File: config.mk
export PLATFORM = sky130hd
export DESIGN_NAME = bchp_port
export DESIGN_NICKNAME = d
export VERILOG_FILES = /design/src/bchp_pkg.sv /design/src/bchp_timeout.sv /design/src/bchp_port.sv
export SDC_FILE = /design/constraint.sdc
export NUM_CORES = 1
export LEC_CHECK = 0
export ABC_AREA = 1
export BUFFER_PORTS_ARGS = -buffer_cell sky130_fd_sc_hd__buf_2
export CAP_MARGIN = 30
export CORE_ASPECT_RATIO = 1.2
export CORE_UTILIZATION = 45
export CTS_CLUSTER_DIAMETER = 40
export CTS_CLUSTER_SIZE = 20
export DETAILED_ROUTE_END_ITERATION = 7
export GPL_TIMING_DRIVEN = 0
export PLACE_DENSITY = 0.63
export SETUP_SLACK_MARGIN = 0.02
export SLEW_MARGIN = 40
export SYNTH_ARGS = -nofsm -noshare
export SYNTH_HDL_FRONTEND = slang
export SYNTH_SLANG_ARGS = --single-unit
File: constraint.sdc
create_clock -name clk_sys -period 2.13 [get_ports clk_sys]
set_input_delay 0.639 -clock clk_sys [delete_from_list [all_inputs] [get_ports clk_sys]]
set_output_delay 0.639 -clock clk_sys [all_outputs]
set_load 0.005 [all_outputs]
File: src/bchp_pkg.sv
// Shared constants and types for the byte command handshake port
package bchp_pkg;

  localparam logic [7:0] BCHP_CMD_PRESET_RD  = 8'h60;
  localparam logic [7:0] BCHP_CMD_MODE_RD    = 8'h61;
  localparam logic [7:0] BCHP_CMD_CAL_RD     = 8'h62;
  localparam logic [7:0] BCHP_CMD_WEIGHT_RD  = 8'h63;
  localparam logic [7:0] BCHP_CMD_IO_RD      = 8'h64;
  localparam logic [7:0] BCHP_CMD_RAW_RD     = 8'h65;
  localparam logic [7:0] BCHP_CMD_PRESET_WR  = 8'h70;
  localparam logic [7:0] BCHP_CMD_MODE_WR    = 8'h71;
  localparam logic [7:0] BCHP_CMD_CAL_WR     = 8'h72;
  localparam logic [7:0] BCHP_CMD_IO_WR      = 8'h74;
  localparam logic [7:0] BCHP_CMD_FILTER_WR  = 8'h76;
  localparam logic [7:0] BCHP_CMD_RESTART    = 8'h7F;

  localparam logic [4:0] BCHP_LEN_FLOAT4     = 5'h10;
  localparam logic [4:0] BCHP_LEN_RAW        = 5'h03;
  localparam logic [4:0] BCHP_LEN_WEIGHT     = 5'h04;
  localparam logic [4:0] BCHP_LEN_SHORT      = 5'h01;

  localparam logic [7:0] BCHP_SUCCESS_STATUS_BYTE = 8'h00;
  localparam int         BCHP_STATUS_WR_PEND_BIT  = 0;
  localparam int         BCHP_STATUS_RD_PEND_BIT  = 1;

  localparam int          BCHP_CLK_HZ          = 250_000_000;
  localparam int          BCHP_TIMEOUT_SEC     = 2;
  localparam int unsigned BCHP_TIMEOUT_CYCLES  = BCHP_CLK_HZ * BCHP_TIMEOUT_SEC;

  typedef struct packed {
    logic       sel;
    logic       system_address_line;
    logic       wr_strobe;
    logic       rd_strobe;
    logic [7:0] data;
  } bchp_bus_in_type;

  typedef struct packed {
    logic       valid;
    logic [7:0] cmd;
    logic [4:0] index;
    logic [7:0] data;
  } bchp_wr_byte_type;

  typedef enum logic [2:0] {
    BCHP_ST_IDLE = 3'b001,
    BCHP_ST_SEND = 3'b010,
    BCHP_ST_RECV = 3'b100
  } bchp_state_type;

endpackage

File: src/bchp_timeout.sv
// Handshake stall timer for the command port
`timescale 1ns/1ps
module bchp_timeout #(
  parameter int unsigned LIMIT = bchp_pkg::BCHP_TIMEOUT_CYCLES
) (
  input  wire logic clk_sys,
  input  wire logic srst,
  input  wire logic run,
  input  wire logic restart,
  output logic      expired
);
  localparam int W = $clog2(LIMIT + 1);
  localparam logic [W-1:0] LAST = W'(LIMIT - 1);

  logic [W-1:0] count;

  // Counts only while a transfer waits; any flag edge starts it over
  always_ff @(posedge clk_sys) begin
    if (srst || restart || !run) begin
      count <= '0;
    end else if (count != LAST) begin
      count <= count + W'(1);
    end
  end

  // The count holds at its end until run drops, so expired is cut to one-cycle pulses on alternate cycles
  always_ff @(posedge clk_sys) begin
    if (srst || restart || !run) begin
      expired <= 1'b0;
    end else begin
      expired <= (count == LAST) && !expired;
    end
  end
endmodule

File: src/bchp_port.sv
// Host command port: bus flags, command decode and byte-paced transfers
`timescale 1ns/1ps
module bchp_port
  import bchp_pkg::*;
#(
  parameter int unsigned TIMEOUT_CYCLES = bchp_pkg::BCHP_TIMEOUT_CYCLES
) (
  input  wire logic                       clk_sys,
  input  wire logic                       srst,
  input  wire bchp_pkg::bchp_bus_in_type  bus_in,
  output logic [7:0]                      bus_data_out,
  output logic                            bus_data_oe,
  output logic [7:0]                      rd_cmd,
  output logic [4:0]                      rd_index,
  input  wire logic [7:0]                 rd_data,
  output bchp_pkg::bchp_wr_byte_type      wr_byte,
  output logic                            restart_pulse,
  output logic                            cmd_active
);
  import bchp_pkg::*;

  bchp_bus_in_type bus_meta;
  bchp_bus_in_type bus_sync;
  bchp_bus_in_type bus_prev;
  logic            host_write_pending_flag;
  logic            device_read_pending_flag;
  logic [7:0]      in_buf;
  logic [7:0]      out_buf;
  logic [7:0]      port_status_register;
  bchp_state_type  state;
  logic [4:0]      xfer_len;
  logic [7:0]      cmd;
  logic [4:0]      index;
  logic            host_wr_done;
  logic            host_rd_done;
  logic            take_byte;
  logic            load_byte;
  logic            flag_change;
  logic            stall;
  logic            abandon;
  logic            prev_wr_pend;
  logic            prev_rd_pend;
  logic            dec_read;
  logic            dec_write;
  logic [4:0]      dec_len;

  // Pins are asynchronous to clk_sys; only bus_sync and bus_prev are read by logic
  always_ff @(posedge clk_sys) begin
    if (srst) begin
      bus_meta <= '0;
      bus_sync <= '0;
      bus_prev <= '0;
    end else begin
      bus_meta <= bus_in;
      bus_sync <= bus_meta;
      bus_prev <= bus_sync;
    end
  end

  // Strobes act on their trailing edge, when data and address are settled
  assign host_wr_done = bus_prev.wr_strobe && !bus_sync.wr_strobe && bus_prev.sel
                        && !bus_prev.system_address_line;
  assign host_rd_done = bus_prev.rd_strobe && !bus_sync.rd_strobe && bus_prev.sel
                        && !bus_prev.system_address_line;

  assign take_byte = host_write_pending_flag && ((state == BCHP_ST_IDLE) || (state == BCHP_ST_RECV));
  assign load_byte = (state == BCHP_ST_SEND) && !device_read_pending_flag;

  always_ff @(posedge clk_sys) begin
    if (srst) begin
      in_buf <= 8'h00;
    end else if (host_wr_done) begin
      in_buf <= bus_prev.data;
    end
  end

  // A host write landing with the device's take leaves the flag set
  always_ff @(posedge clk_sys) begin
    if (srst || abandon) begin
      host_write_pending_flag <= 1'b0;
    end else if (host_wr_done) begin
      host_write_pending_flag <= 1'b1;
    end else if (take_byte) begin
      host_write_pending_flag <= 1'b0;
    end
  end

  always_ff @(posedge clk_sys) begin
    if (srst || abandon) begin
      device_read_pending_flag <= 1'b0;
    end else if (load_byte) begin
      device_read_pending_flag <= 1'b1;
    end else if (host_rd_done) begin
      device_read_pending_flag <= 1'b0;
    end
  end

  // Data sent LSB first; the user side supplies bytes in index order
  always_ff @(posedge clk_sys) begin
    if (srst) begin
      out_buf <= 8'h00;
    end else if (load_byte) begin
      out_buf <= (index == xfer_len) ? BCHP_SUCCESS_STATUS_BYTE : rd_data;
    end
  end

  always_comb begin
    port_status_register                      = 8'h00;
    port_status_register[BCHP_STATUS_WR_PEND_BIT] = host_write_pending_flag;
    port_status_register[BCHP_STATUS_RD_PEND_BIT] = device_read_pending_flag;
  end

  always_ff @(posedge clk_sys) begin
    if (srst) begin
      bus_data_out <= 8'h00;
      bus_data_oe  <= 1'b0;
    end else begin
      bus_data_out <= bus_sync.system_address_line ? port_status_register : out_buf;
      bus_data_oe  <= bus_sync.sel && bus_sync.rd_strobe;
    end
  end

  always_comb begin
    dec_read  = 1'b0;
    dec_write = 1'b0;
    dec_len   = 5'h00;
    case (in_buf)
      BCHP_CMD_PRESET_RD, BCHP_CMD_CAL_RD: begin
        dec_read = 1'b1;
        dec_len  = BCHP_LEN_FLOAT4;
      end
      BCHP_CMD_RAW_RD: begin
        dec_read = 1'b1;
        dec_len  = BCHP_LEN_RAW;
      end
      BCHP_CMD_WEIGHT_RD: begin
        dec_read = 1'b1;
        dec_len  = BCHP_LEN_WEIGHT;
      end
      BCHP_CMD_MODE_RD, BCHP_CMD_IO_RD: begin
        dec_read = 1'b1;
        dec_len  = BCHP_LEN_SHORT;
      end
      BCHP_CMD_PRESET_WR, BCHP_CMD_CAL_WR: begin
        dec_write = 1'b1;
        dec_len   = BCHP_LEN_FLOAT4;
      end
      BCHP_CMD_MODE_WR, BCHP_CMD_IO_WR, BCHP_CMD_FILTER_WR: begin
        dec_write = 1'b1;
        dec_len   = BCHP_LEN_SHORT;
      end
      default: begin
        dec_len = 5'h00;
      end
    endcase
  end

  // Polled every cycle while idle, standing in for the measurement loop
  always_ff @(posedge clk_sys) begin
    if (srst || abandon) begin
      state    <= BCHP_ST_IDLE;
      cmd      <= 8'h00;
      xfer_len <= 5'h00;
      index    <= 5'h00;
    end else begin
      case (state)
        BCHP_ST_IDLE: begin
          if (host_write_pending_flag) begin
            cmd      <= in_buf;
            xfer_len <= dec_len;
            index    <= 5'h00;
            if (dec_read) begin
              state <= BCHP_ST_SEND;
            end else if (dec_write) begin
              state <= BCHP_ST_RECV;
            end
          end
        end
        BCHP_ST_SEND: begin
          if (load_byte) begin
            if (index == xfer_len) begin
              state <= BCHP_ST_IDLE;
            end else begin
              index <= index + 5'h01;
            end
          end
        end
        BCHP_ST_RECV: begin
          if (take_byte) begin
            index <= index + 5'h01;
            if (index + 5'h01 == xfer_len) begin
              state <= BCHP_ST_SEND;
            end
          end
        end
        default: begin
          state <= BCHP_ST_IDLE;
        end
      endcase
    end
  end

  always_ff @(posedge clk_sys) begin
    if (srst) begin
      wr_byte <= '0;
    end else begin
      wr_byte.valid <= (state == BCHP_ST_RECV) && take_byte;
      wr_byte.cmd   <= cmd;
      wr_byte.index <= index;
      wr_byte.data  <= in_buf;
    end
  end

  always_ff @(posedge clk_sys) begin
    if (srst) begin
      prev_wr_pend <= 1'b0;
      prev_rd_pend <= 1'b0;
    end else begin
      prev_wr_pend <= host_write_pending_flag;
      prev_rd_pend <= device_read_pending_flag;
    end
  end

  assign flag_change = (prev_wr_pend != host_write_pending_flag)
                       || (prev_rd_pend != device_read_pending_flag);

  bchp_timeout #(
    .LIMIT (TIMEOUT_CYCLES)
  ) u_timeout (
    .clk_sys (clk_sys),
    .srst    (srst),
    .run     (state != BCHP_ST_IDLE),
    .restart (flag_change),
    .expired (stall)
  );

  // The restart code never reaches the transfer states, so it is caught here
  assign abandon = stall
                   || ((state == BCHP_ST_IDLE) && host_write_pending_flag && (in_buf == BCHP_CMD_RESTART));

  always_ff @(posedge clk_sys) begin
    if (srst) begin
      restart_pulse <= 1'b0;
    end else begin
      restart_pulse <= abandon;
    end
  end

  assign rd_cmd     = cmd;
  assign rd_index   = index;
  assign cmd_active = (state != BCHP_ST_IDLE);
endmodule

==> results of run 1 <==
area by class of cell:
| cell class | count | area, µm² |
|---|---|---|
| fillers | 1149 | 5370 |
| clock buffers | 22 | 454 |
| multi-input cells | 424 | 2230 |
| flip-flops and latches | 138 | 2760 |
| clock inverters | 10 | 165 |
| well taps | 161 | 201 |
| plain buffers | 15 | 72.6 |
| inverters | 126 | 473 |
| repair buffers | 66 | 330 |
sequential cells by signal, indices dropped and copies added, names as in the netlist, 3 cells and up:
signal	flops
u_timeout.count	29
bus_meta	12
state	3
rd_index	5
bus_sync	12
bus_data_out	8
rd_cmd	8
xfer_len	4
wr_byte	22
out_buf	8
in_buf	8
bus_prev	12
cells by family after synthesis:
logic type,after synthesis,share of synthesized area (%)
AO/OA/AOI/OAI,101,11.0
XOR/XNOR,12,1.90
adder cells (fa/ha/maj),2,0.452
buffers and inverters,141,9.85
flip-flops,138,49.9
AND/OR/NAND/NOR,309,27.0
power by group through the flow:
| stage | combinational, mW | clock, mW | sequential, mW |
|---|---|---|---|
| 6_report | 0.0985 | 3.08 | 2.62 |
| 5_1_grt | 0.115 | 3.25 | 2.62 |
| 4_1_cts | 0.101 | 3.13 | 2.62 |
| 2_1_floorplan | 0.0607 | 0 | 2.67 |
| 3_3_place_gp | 0.0975 | 0 | 2.67 |
| 3_5_place_dp | 0.100 | 0 | 2.67 |
cells in the final DEF (no fill, tap or decap), drive strengths merged, types with 19 or more instances in the layout:
master and n:
nand3 36, nor3 19, inv 127, o21ai 23
buf 73, clkbuf 30, nor2 116, nand2 113
a21oi 56, dfxtp 138
worst max path at each step:
stage / end / slack, ps / depth (start not counted)
4_1_cts: cmd_active / 260 / 3
2_1_floorplan: bus_meta[0] / 570 / 4
3_5_place_dp: bus_meta[2] / 280 / 4
6_report: cmd_active / 270 / 3
3_3_place_gp: bus_meta[0] / 320 / 4
5_1_grt: cmd_active / 210 / 3
critical path, delay by kind of cell (launching register included):
kind / cells / cell delay (ps)
buffers and inverters: 2 / 310
AND/OR/NAND/NOR: 1 / 160
flip-flops: 1 / 330
routing by layer:
| metal | GRT usage (%) | share of wire [%] |
|---|---|---|
| met1 | 22.7 | 43 |
| met2 | 36.3 | 51 |
| met3 | 5.37 | 3.3 |
| met4 | 8.36 | 2.4 |
| met5 | 0 | 0 |
metrics by stage:
step	setup WS, ps	utilization, %
final	275	55.5
after global placement	318	50.4
after global routing	210	55.5
after floorplan	571	-
after detailed placement	280	50.4
after CTS	257	55.5
==> summary.txt, run 1 <==
Power and ir drop
  – Leak pwr: between 2 and 3 nW
  – Combinational share of power: around 1.7%
  – Power Internal: 4.64 mW
  – Pwr per Cell Area: roughly 870 mW/mm²
  – Clock share of power: 53.1%
  – Switching share of power: approximately a fifth
  – Psw: approximately 1.2 mW
  – Maximum VDD drop: 0.550 mV
  – Power, Total: 5.79 mW
  – Sequential fraction of design power: between 40% and 50%

Synthesis
  – Synth Warn #: 0
  – Post-synth top flop: dfxtp_1
  – Count leader, synth: dfxtp_1
  – Synth Register Bits: about 140
  – Register area share after synthesis: 49.9%
  – Cell area after synthesis: roughly 0.0055 mm²
  – Post-synth EDFFs: 0
  – Top post-synthesis cells by area: dfxtp_1 50%, inv_1 7.9%, nor2_1 7.3%
  – Post-Synthesis Cells: approximately 700
  – Fraction of registers with async set/reset: 0%
  – Top post-synthesis cells by count: 138 x dfxtp_1, 116 x inv_1, 108 x nor2_1
  – Largest area contributor in the netlist: dfxtp_1
  – Yosys cell types: 47
  – Top-area cell type share of the netlist area: roughly 50%
  – Mapped Avg Cell Area: roughly 8 µm²
  – Syn Nets: ~730

Placed design
  – Routability cong.: between 0.9 and 1
  – Port bufs: 66
  – Placed instance count: slightly above 900
  – HPWL after detailed placement: between 8000 and 9000 µm
  – Placed inst area: a little over 0.006 mm²

Clock network
  – Post-CTS Setup Bufs: 0
  – Clock root cell: clkbuf_16
  – Post-CTS sizing: 0
  – Cts bufs inserted: 17
  – Longest Clk Path Bufs: 2
  – Clock Pin Slew Worst Setup and Hold Paths: approximately 60 ps
  – # hold bufs at CTS: 0
  – CTS H-tree lvls: 4
  – CTS tree: done
  – Worst-Skew Late Latency: 410 ps
  – Sink Count: ~140

Global routing
  – First-pass GRT wire length: about 20000 µm
  – Grt ovf: 0
  – Initial antenna violation count: 0
  – GRT Resource Usage Total: about 20%
  – Number of global-route vias before repair: roughly 4400
  – Largest net degree at the start of global routing: 17

Floorplan
  – Die Y-Extent: about 120 µm
  – I/O Pins: 68
  – Starting Density: 46.0%
  – Placement row count: 44
  – Die Wd: a little over 100 µm
  – Core area: roughly 0.012 mm²
  – Die area: between 0.01 and 0.015 mm²

Setup path
  – Worst Path Required: approximately 1500 ps
  – Slowest cell on the critical path: dfxtp_1
  – R2r endpoint: u_timeout.count[1]
  – CP Capture Type: output pin
  – Worst Path Arrival: 1220 ps
  – Critical Path Start Type: flip-flop
  – CP Launch Point: state[2]
  – R2R Setup Slk: 380 ps
  – Worst path max stage delay: roughly 330 ps
  – CP Max Fanout: 6
  – Cell Chain, Critical Path: inv_1 -> nand3_4 -> buf_2
  – Critical path class: reg2out
  – Reg2reg start: u_timeout.count[1]
  – Reg2reg path depth: 8

Hold path
  – Worst Min Path Start: bus_sync[5]
  – Worst Hold Class: reg2reg
  – Hold path endpoint: bus_prev[5]
  – Worst Hold Depth: 2

STA
  – Slew HR: between 60% and 70%
  – Final hold vios: 0
  – FMAX: roughly 0.54 GHz
  – Slew @ Worst Pin: 553 ps
  – Final setup viols: 0
  – Minimum hold slack: between 400 and 500 ps
  – Tcrit/Tclk final: 87.1%
  – Final Skew: about 7.3 ps
  – Min Clock Period, post-route: between 1500 and 2000 ps
  – TNS Setup: 0 ps
  – Final Slew Violations: 0
  – RSZ-0062 raised after global routing: no

Route
  – Remaining DRCs: 0
  – WL final: approximately 12000 µm
  – DRT Pass-1 Iters: 5
  – Routed WL per cell: 12.3 µm
  – Post-route ant nets: 0
  – Via count: roughly 4700
  – Via-to-Cell Ratio: between 4 and 5
  – Initial drt markers: about 220

Finish
  – Cell area after layout: roughly 0.0067 mm²
  – Post-layout nets: 812
  – Ant. Diodes: 0
  – Syn-to-layout area delta: 20.8%
  – Layout Cells excl Fill: between 900 and 1000
  – Share of cells above drive strength 1: between 10% and 20%

Job
  – Max-Cap Viols: 0

Run status
  – Status: finished, final reports clean
Power figures use the tool's default switching activity.
==> inputs of run 2 (changes only) <==
--- a/config.mk
+++ b/config.mk
@@ -14,7 +14,7 @@
 export CTS_CLUSTER_SIZE = 20
 export DETAILED_ROUTE_END_ITERATION = 7
 export GPL_TIMING_DRIVEN = 0
-export PLACE_DENSITY = 0.63
+export PLACE_DENSITY_LB_ADDON = 0.08
 export SETUP_SLACK_MARGIN = 0.02
 export SLEW_MARGIN = 40
 export SYNTH_ARGS = -nofsm -noshare
==> summary.txt, run 2 (synthesis results as in run 1) <==
Finish
  – Cell area after layout: 0.00674 mm² (was 0.00669 mm²)
  – # fillers: 1190 (was 1149)
  – Register with the most flip-flops: u_timeout.count (unchanged)
  – Regs by FF count: u_timeout.count (29), wr_byte (22) (unchanged)
  – Highest-count cells in the layout ignoring fill and taps: 138 x dfxtp_1, 116 x inv_1, 108 x nor2_1 (unchanged)
  – Multi-input gate area: 0.00223 mm² (unchanged)
  – Seq. cell area: 0.00276 mm² (unchanged)
  – Commonest non-fill, non-tap cell in the layout: dfxtp_1 (unchanged)
  – Ant. Diodes: 0 (unchanged)
  – Share of cells above drive strength 1: 19.2% (was 19.0%)
  – Largest register FFs: 29 (unchanged)
  – Syn-to-layout area delta: 21.6% (was 20.8%)
  – Final core occ: 55.9% (was 55.5%)
  – Post-layout nets: 812 (unchanged)

Floorplan
  – Core area: 0.0121 mm² (unchanged)
  – Placement row count: 44 (unchanged)
  – I/O Pins: 68 (unchanged)
  – Die Y-Extent: 124 µm (unchanged)
  – Die Wd: 103 µm (unchanged)
  – Starting Density: 46.0% (unchanged)
  – Die area: 0.0128 mm² (unchanged)

Hold path
  – Hold path endpoint: bus_sync[9] (was bus_prev[5])
  – Worst Min Path Start: bus_meta[9] (was bus_sync[5])
  – Worst Hold Class: reg2reg (unchanged)
  – Worst Hold Depth: 2 (unchanged)

STA
  – Final Skew: 10.4 ps (was 7.31 ps)
  – Slew @ Worst Pin: 566 ps (was 553 ps)
  – Tcrit/Tclk final: 86.1% (was 87.1%)
  – FMAX: 0.545 GHz (was 0.539 GHz)
  – Final Slew Violations: 0 (unchanged)
  – TNS Setup: 0 ps (unchanged)
  – Final worst slack: 296 ps (was 275 ps)
  – Slew HR: 62.3% (was 63.1%)
  – Final hold vios: 0 (unchanged)
  – RSZ-0062 raised after global routing: no (unchanged)
  – Final setup viols: 0 (unchanged)
  – Min Clock Period, post-route: 1830 ps (was 1860 ps)

Clock network
  – Clock Pin Slew Worst Setup and Hold Paths: 60 ps (about the same)
  – CTS H-tree lvls: 4 (unchanged)
  – # hold bufs at CTS: 0 (unchanged)
  – CTS tree: done (unchanged)
  – Clock root cell: clkbuf_16 (unchanged)
  – Longest Clk Path Bufs: 2 (unchanged)
  – Cts bufs inserted: 17 (unchanged)
  – Post-CTS Setup Bufs: 0 (unchanged)
  – Sink Count: 138 (unchanged)
  – Post-CTS sizing: 0 (unchanged)
  – Worst-Skew Late Latency: 410 ps (about the same)

Run status
  – Status: finished, final reports clean (unchanged)

Setup path
  – CP Max Fanout: 6 (unchanged)
  – Critical path class: reg2out (unchanged)
  – R2r endpoint: state[1] (was u_timeout.count[1])
  – Worst Path Arrival: 1200 ps (was 1220 ps)
  – Critical Path Start Type: flip-flop (unchanged)
  – Worst Path Required: 1490 ps (about the same)
  – Reg2reg start: rd_index[0] (was u_timeout.count[1])
  – CP Capture Type: output pin (unchanged)
  – R2R Setup Slk: 400 ps (was 380 ps)
  – Reg2reg path depth: 8 (unchanged)

Global routing
  – Grt ovf: 0 (unchanged)
  – Largest net degree at the start of global routing: 17 (unchanged)
  – First-pass GRT wire length: 19100 µm (was 19800 µm)
  – GR peak layer: met2 (unchanged)
  – Number of global-route vias before repair: 4217 (was 4440)
  – Initial antenna violation count: 0 (unchanged)
  – Met2 global-route usage: 37.3% (was 36.3%)
  – Routing usage on met3: 4.58% (was 5.37%)
  – M1 GR Usage: 21.2% (was 22.7%)
  – GRT Resource Usage Total: 19.8% (was 20.4%)

Route
  – Post-route ant nets: 0 (unchanged)
  – Remaining DRCs: 0 (unchanged)
  – Via count: 4573 (was 4656)
  – DRT Pass-1 Iters: 4 (was 5)
  – WL final: 11700 µm (was 11900 µm)
  – Via-to-Cell Ratio: 4.75 (was 4.84)
  – Initial drt markers: 118 (was 218)
  – Routed WL per cell: 12.2 µm (was 12.3 µm)

Power and ir drop
  – Leak pwr: 2.87 nW (was 2.83 nW)
  – Power Internal: 4.87 mW (was 4.64 mW)
  – Sequential fraction of design power: 43.6% (was 45.2%)
  – Maximum VDD drop: 0.505 mV (was 0.550 mV)
  – Combinational share of power: 1.7% (about the same)
  – Clock share of power: 54.7% (was 53.1%)
  – Psw: 1.14 mW (was 1.15 mW)
  – Pwr per Cell Area: 891 mW/mm² (was 866 mW/mm²)
  – Switching share of power: 18.9% (was 19.9%)

Placed design
  – HPWL after detailed placement: 8710 µm (was 8750 µm)
  – Port bufs: 66 (unchanged)
  – Placed inst area: 0.00607 mm² (unchanged)
  – Dpl ws: 290 ps (was 280 ps)
  – Routability cong.: 0.919 (was 0.907)

Job
  – Max-Cap Viols: 0 (unchanged)
run 2: how the worst max path moves through the flow:
stage,start,cells after the start,to
floorplan,srst,4,bus_meta[0]
global placement,srst,4,bus_meta[1]
detailed placement,srst,4,bus_meta[1]
CTS,state[2],3,cmd_active
global route,state[2],3,cmd_active
finish,state[2],3,cmd_active
run 2: power groups by stage:
| stage | Clock, mW | Combinational (mW) | Sequential (mW) |
|---|---|---|---|
| 2_1_floorplan | 0 | 0.0607 | 2.67 |
| 5_1_grt | 3.46 | 0.116 | 2.62 |
| 3_3_place_gp | 0 | 0.100 | 2.67 |
| 4_1_cts | 3.35 | 0.102 | 2.62 |
| 6_report | 3.29 | 0.0994 | 2.62 |
| 3_5_place_dp | 0 | 0.102 | 2.67 |
run 2: routing by layer:
| layer | routed length (µm) | vias to the layer above |
|---|---|---|
| li1 | - | 2387 |
| met1 | 4960 | 2120 |
| met2 | 6460 | 62 |
| met3 | 263 | 4 |
| met4 | 64 | 0 |
| met5 | 0 | - |
run 2: cell type report:
class	count	share of cell area, %
clock inverters	12	3.27
repair buffers	66	4.90
inverters	126	7.02
well taps	161	2.99
flip-flops and latches	138	41.0
clock buffers	20	6.63
multi-input cells	424	33.1
plain buffers	15	1.08
run 2: critical path, stage by stage, from the launching register on:
cell	delay (ps)
dfxtp_1	330
inv_1	130
nand3_4	150
buf_2	170
run 2: per-stage QoR:
| stage | power, mW | hold slack [ps] | cells |
|---|---|---|---|
| 2_1_floorplan | 2.73 | 388 | 703 |
| 3_3_place_gp | 2.77 | 390 | 930 |
| 3_5_place_dp | 2.78 | 395 | 930 |
| 4_1_cts | 6.07 | 403 | 962 |
| 5_1_grt | 6.19 | 422 | 962 |
| 6_report | 6.00 | 401 | 962 |
==> inputs of run 3 (changes only) <==
--- a/config.mk
+++ b/config.mk
@@ -10,6 +10,7 @@
 export CAP_MARGIN = 30
 export CORE_ASPECT_RATIO = 1.2
 export CORE_UTILIZATION = 45
+export CTS_BUF_LIST = sky130_fd_sc_hd__clkbuf_4
 export CTS_CLUSTER_DIAMETER = 40
 export CTS_CLUSTER_SIZE = 20
 export DETAILED_ROUTE_END_ITERATION = 7
==> summary.txt, run 3 (synthesis results as in run 1) <==
Run status
  – Status: finished, final reports clean (unchanged)

Floorplan
  – Die area: 0.0128 mm² (unchanged)
  – Die Y-Extent: 124 µm (unchanged)
  – Placement row count: 44 (unchanged)
  – I/O Pins: 68 (unchanged)
  – Starting Density: 46.0% (unchanged)
  – Die Wd: 103 µm (unchanged)
  – Core area: 0.0121 mm² (unchanged)

Clock network
  – Clock Pin Slew Worst Setup and Hold Paths: 110 ps (was 60 ps)
  – Worst-Skew Late Latency: 510 ps (was 410 ps)
  – Longest Clk Path Bufs: 2 (unchanged)
  – Clock root cell: clkbuf_4 (was clkbuf_16)
  – Cts bufs inserted: 17 (unchanged)
  – CTS H-tree lvls: 4 (unchanged)
  – Post-CTS Setup Bufs: 0 (unchanged)
  – Sink Count: 138 (unchanged)
  – CTS tree: done (unchanged)
  – Post-CTS sizing: 0 (unchanged)
  – # hold bufs at CTS: 0 (unchanged)

Setup path
  – Worst Path Arrival: 1310 ps (was 1200 ps)
  – Worst Path Required: 1490 ps (about the same)
  – Critical Path Start Type: flip-flop (unchanged)
  – Critical path class: reg2out (unchanged)
  – CP Max Fanout: 6 (unchanged)
  – CP Capture Type: output pin (unchanged)

Global routing
  – Largest net degree at the start of global routing: 17 (unchanged)
  – First-pass GRT wire length: 18900 µm (was 19100 µm)
  – Number of global-route vias before repair: 4238 (was 4217)
  – Grt ovf: 0 (unchanged)
  – GRT Resource Usage Total: 19.5% (was 19.8%)
  – Routing usage on met3: 5.26% (was 4.58%)
  – M1 GR Usage: 21.0% (was 21.2%)
  – Met2 global-route usage: 36.6% (was 37.3%)
  – GR peak layer: met2 (unchanged)
  – Initial antenna violation count: 0 (unchanged)

STA
  – Final setup viols: 0 (unchanged)
  – Final Slew Violations: 0 (unchanged)
  – Slew @ Worst Pin: 571 ps (was 566 ps)
  – FMAX: 0.512 GHz (was 0.545 GHz)
  – RSZ-0062 raised after global routing: no (unchanged)
  – TNS Setup: 0 ps (unchanged)
  – Tcrit/Tclk final: 91.7% (was 86.1%)
  – Min Clock Period, post-route: 1950 ps (was 1830 ps)
  – Final Skew: 14.7 ps (was 10.4 ps)
  – Slew HR: 61.9% (was 62.3%)
  – Final hold vios: 0 (unchanged)

Route
  – Routed WL per cell: 12.0 µm (was 12.2 µm)
  – Initial drt markers: 130 (was 118)
  – Via count: 4570 (was 4573)
  – WL final: 11500 µm (was 11700 µm)
  – Post-route ant nets: 0 (unchanged)
  – DRT Pass-1 Iters: 4 (unchanged)
  – Via-to-Cell Ratio: 4.75 (about the same)
  – Remaining DRCs: 0 (unchanged)

Finish
  – Seq. cell area: 0.00276 mm² (unchanged)
  – Highest-count cells in the layout ignoring fill and taps: 138 x dfxtp_1, 116 x inv_1, 108 x nor2_1 (unchanged)
  – Multi-input gate area: 0.00223 mm² (unchanged)
  – # fillers: 1230 (was 1190)
  – Share of cells above drive strength 1: 19.4% (was 19.2%)
  – Cell area after layout: 0.00644 mm² (was 0.00674 mm²)
  – Largest register FFs: 29 (unchanged)
  – Post-layout nets: 812 (unchanged)
  – Register with the most flip-flops: u_timeout.count (unchanged)
  – Regs by FF count: u_timeout.count (29), wr_byte (22) (unchanged)
  – Syn-to-layout area delta: 16.2% (was 21.6%)
  – Ant. Diodes: 0 (unchanged)
  – Commonest non-fill, non-tap cell in the layout: dfxtp_1 (unchanged)
  – Layout Cells excl Fill: 962 (unchanged)

Placed design
  – Routability cong.: 0.919 (unchanged)
  – Port bufs: 66 (unchanged)
  – Placed inst area: 0.00607 mm² (unchanged)
  – Placed instance count: 930 (unchanged)
  – HPWL after detailed placement: 8710 µm (unchanged)

Power and ir drop
  – Pwr per Cell Area: 747 mW/mm² (was 891 mW/mm²)
  – Maximum VDD drop: 0.360 mV (was 0.505 mV)
  – Leak pwr: 2.74 nW (was 2.87 nW)

Hold path
  – Worst Hold Class: in2reg (was reg2reg)

Job
  – Max-Cap Viols: 0 (unchanged)
-- run 3: cell count changes in the layout (fill, tap and decap cells not counted) --
cell / before / now
clkinv_1: 1 / 2
clkbuf_4: 0 / 19
clkbuf_8: 1 / 0
clkbuf_1: 10 / 8
clkbuf_16: 17 / 0
-- run 3: final cells by class --
| type | instances | area share [%] |
|---|---|---|
| plain buffers | 15 | 1.13 |
| clock buffers | 19 | 2.22 |
| clock inverters | 13 | 3.48 |
| inverters | 126 | 7.35 |
| multi-input cells | 424 | 34.7 |
| flip-flops and latches | 138 | 42.9 |
| well taps | 161 | 3.13 |
| repair buffers | 66 | 5.13 |
-- run 3: metrics by stage --
stage               hold WS, ps  worst slack [ps]  power, mW  util, %
floorplan                   388               571       2.73        -
global placement            390               276       2.77     50.4
detailed placement          395               290       2.78     50.4
CTS                         277               117       4.87     53.4
global route                277              55.2       5.00     53.4
finish                      328               178       4.81     53.4
-- run 3: worst max-delay path, stage by stage, from the launching register on --
cell and delay, ps:
dfxtp_1 350, inv_1 130, nand3_4 150, buf_2 170
-- run 3: power breakdown --
group	total, mW	switching (mW)	leakage (nW)	internal, mW
logic	0.0994	0.0654	1.43	0.0340
registers	2.62	0.00771	1.12	2.61
clock network	2.10	0.909	0.194	1.19
total	4.81	0.982	2.74	3.83
-- run 3: worst paths after layout --
path / startpoint / endpoint / slack [ps] / cells after the start
worst min register to register: bus_meta[4] / bus_sync[4] / 400 / 2
worst max-delay path: state[2] / cmd_active / 180 / 3
worst max register to register: u_timeout.count[1] / u_timeout.count[16] / 410 / 7
worst min-delay path: bus_in[9] / bus_meta[9] / 330 / 3
-- run 3: metal layers --
layer,share of wire [%],up-vias
met3,3.2,9
met2,55,77
met1,41,2102
li1,-,2382
met5,0,-
met4,0.79,0
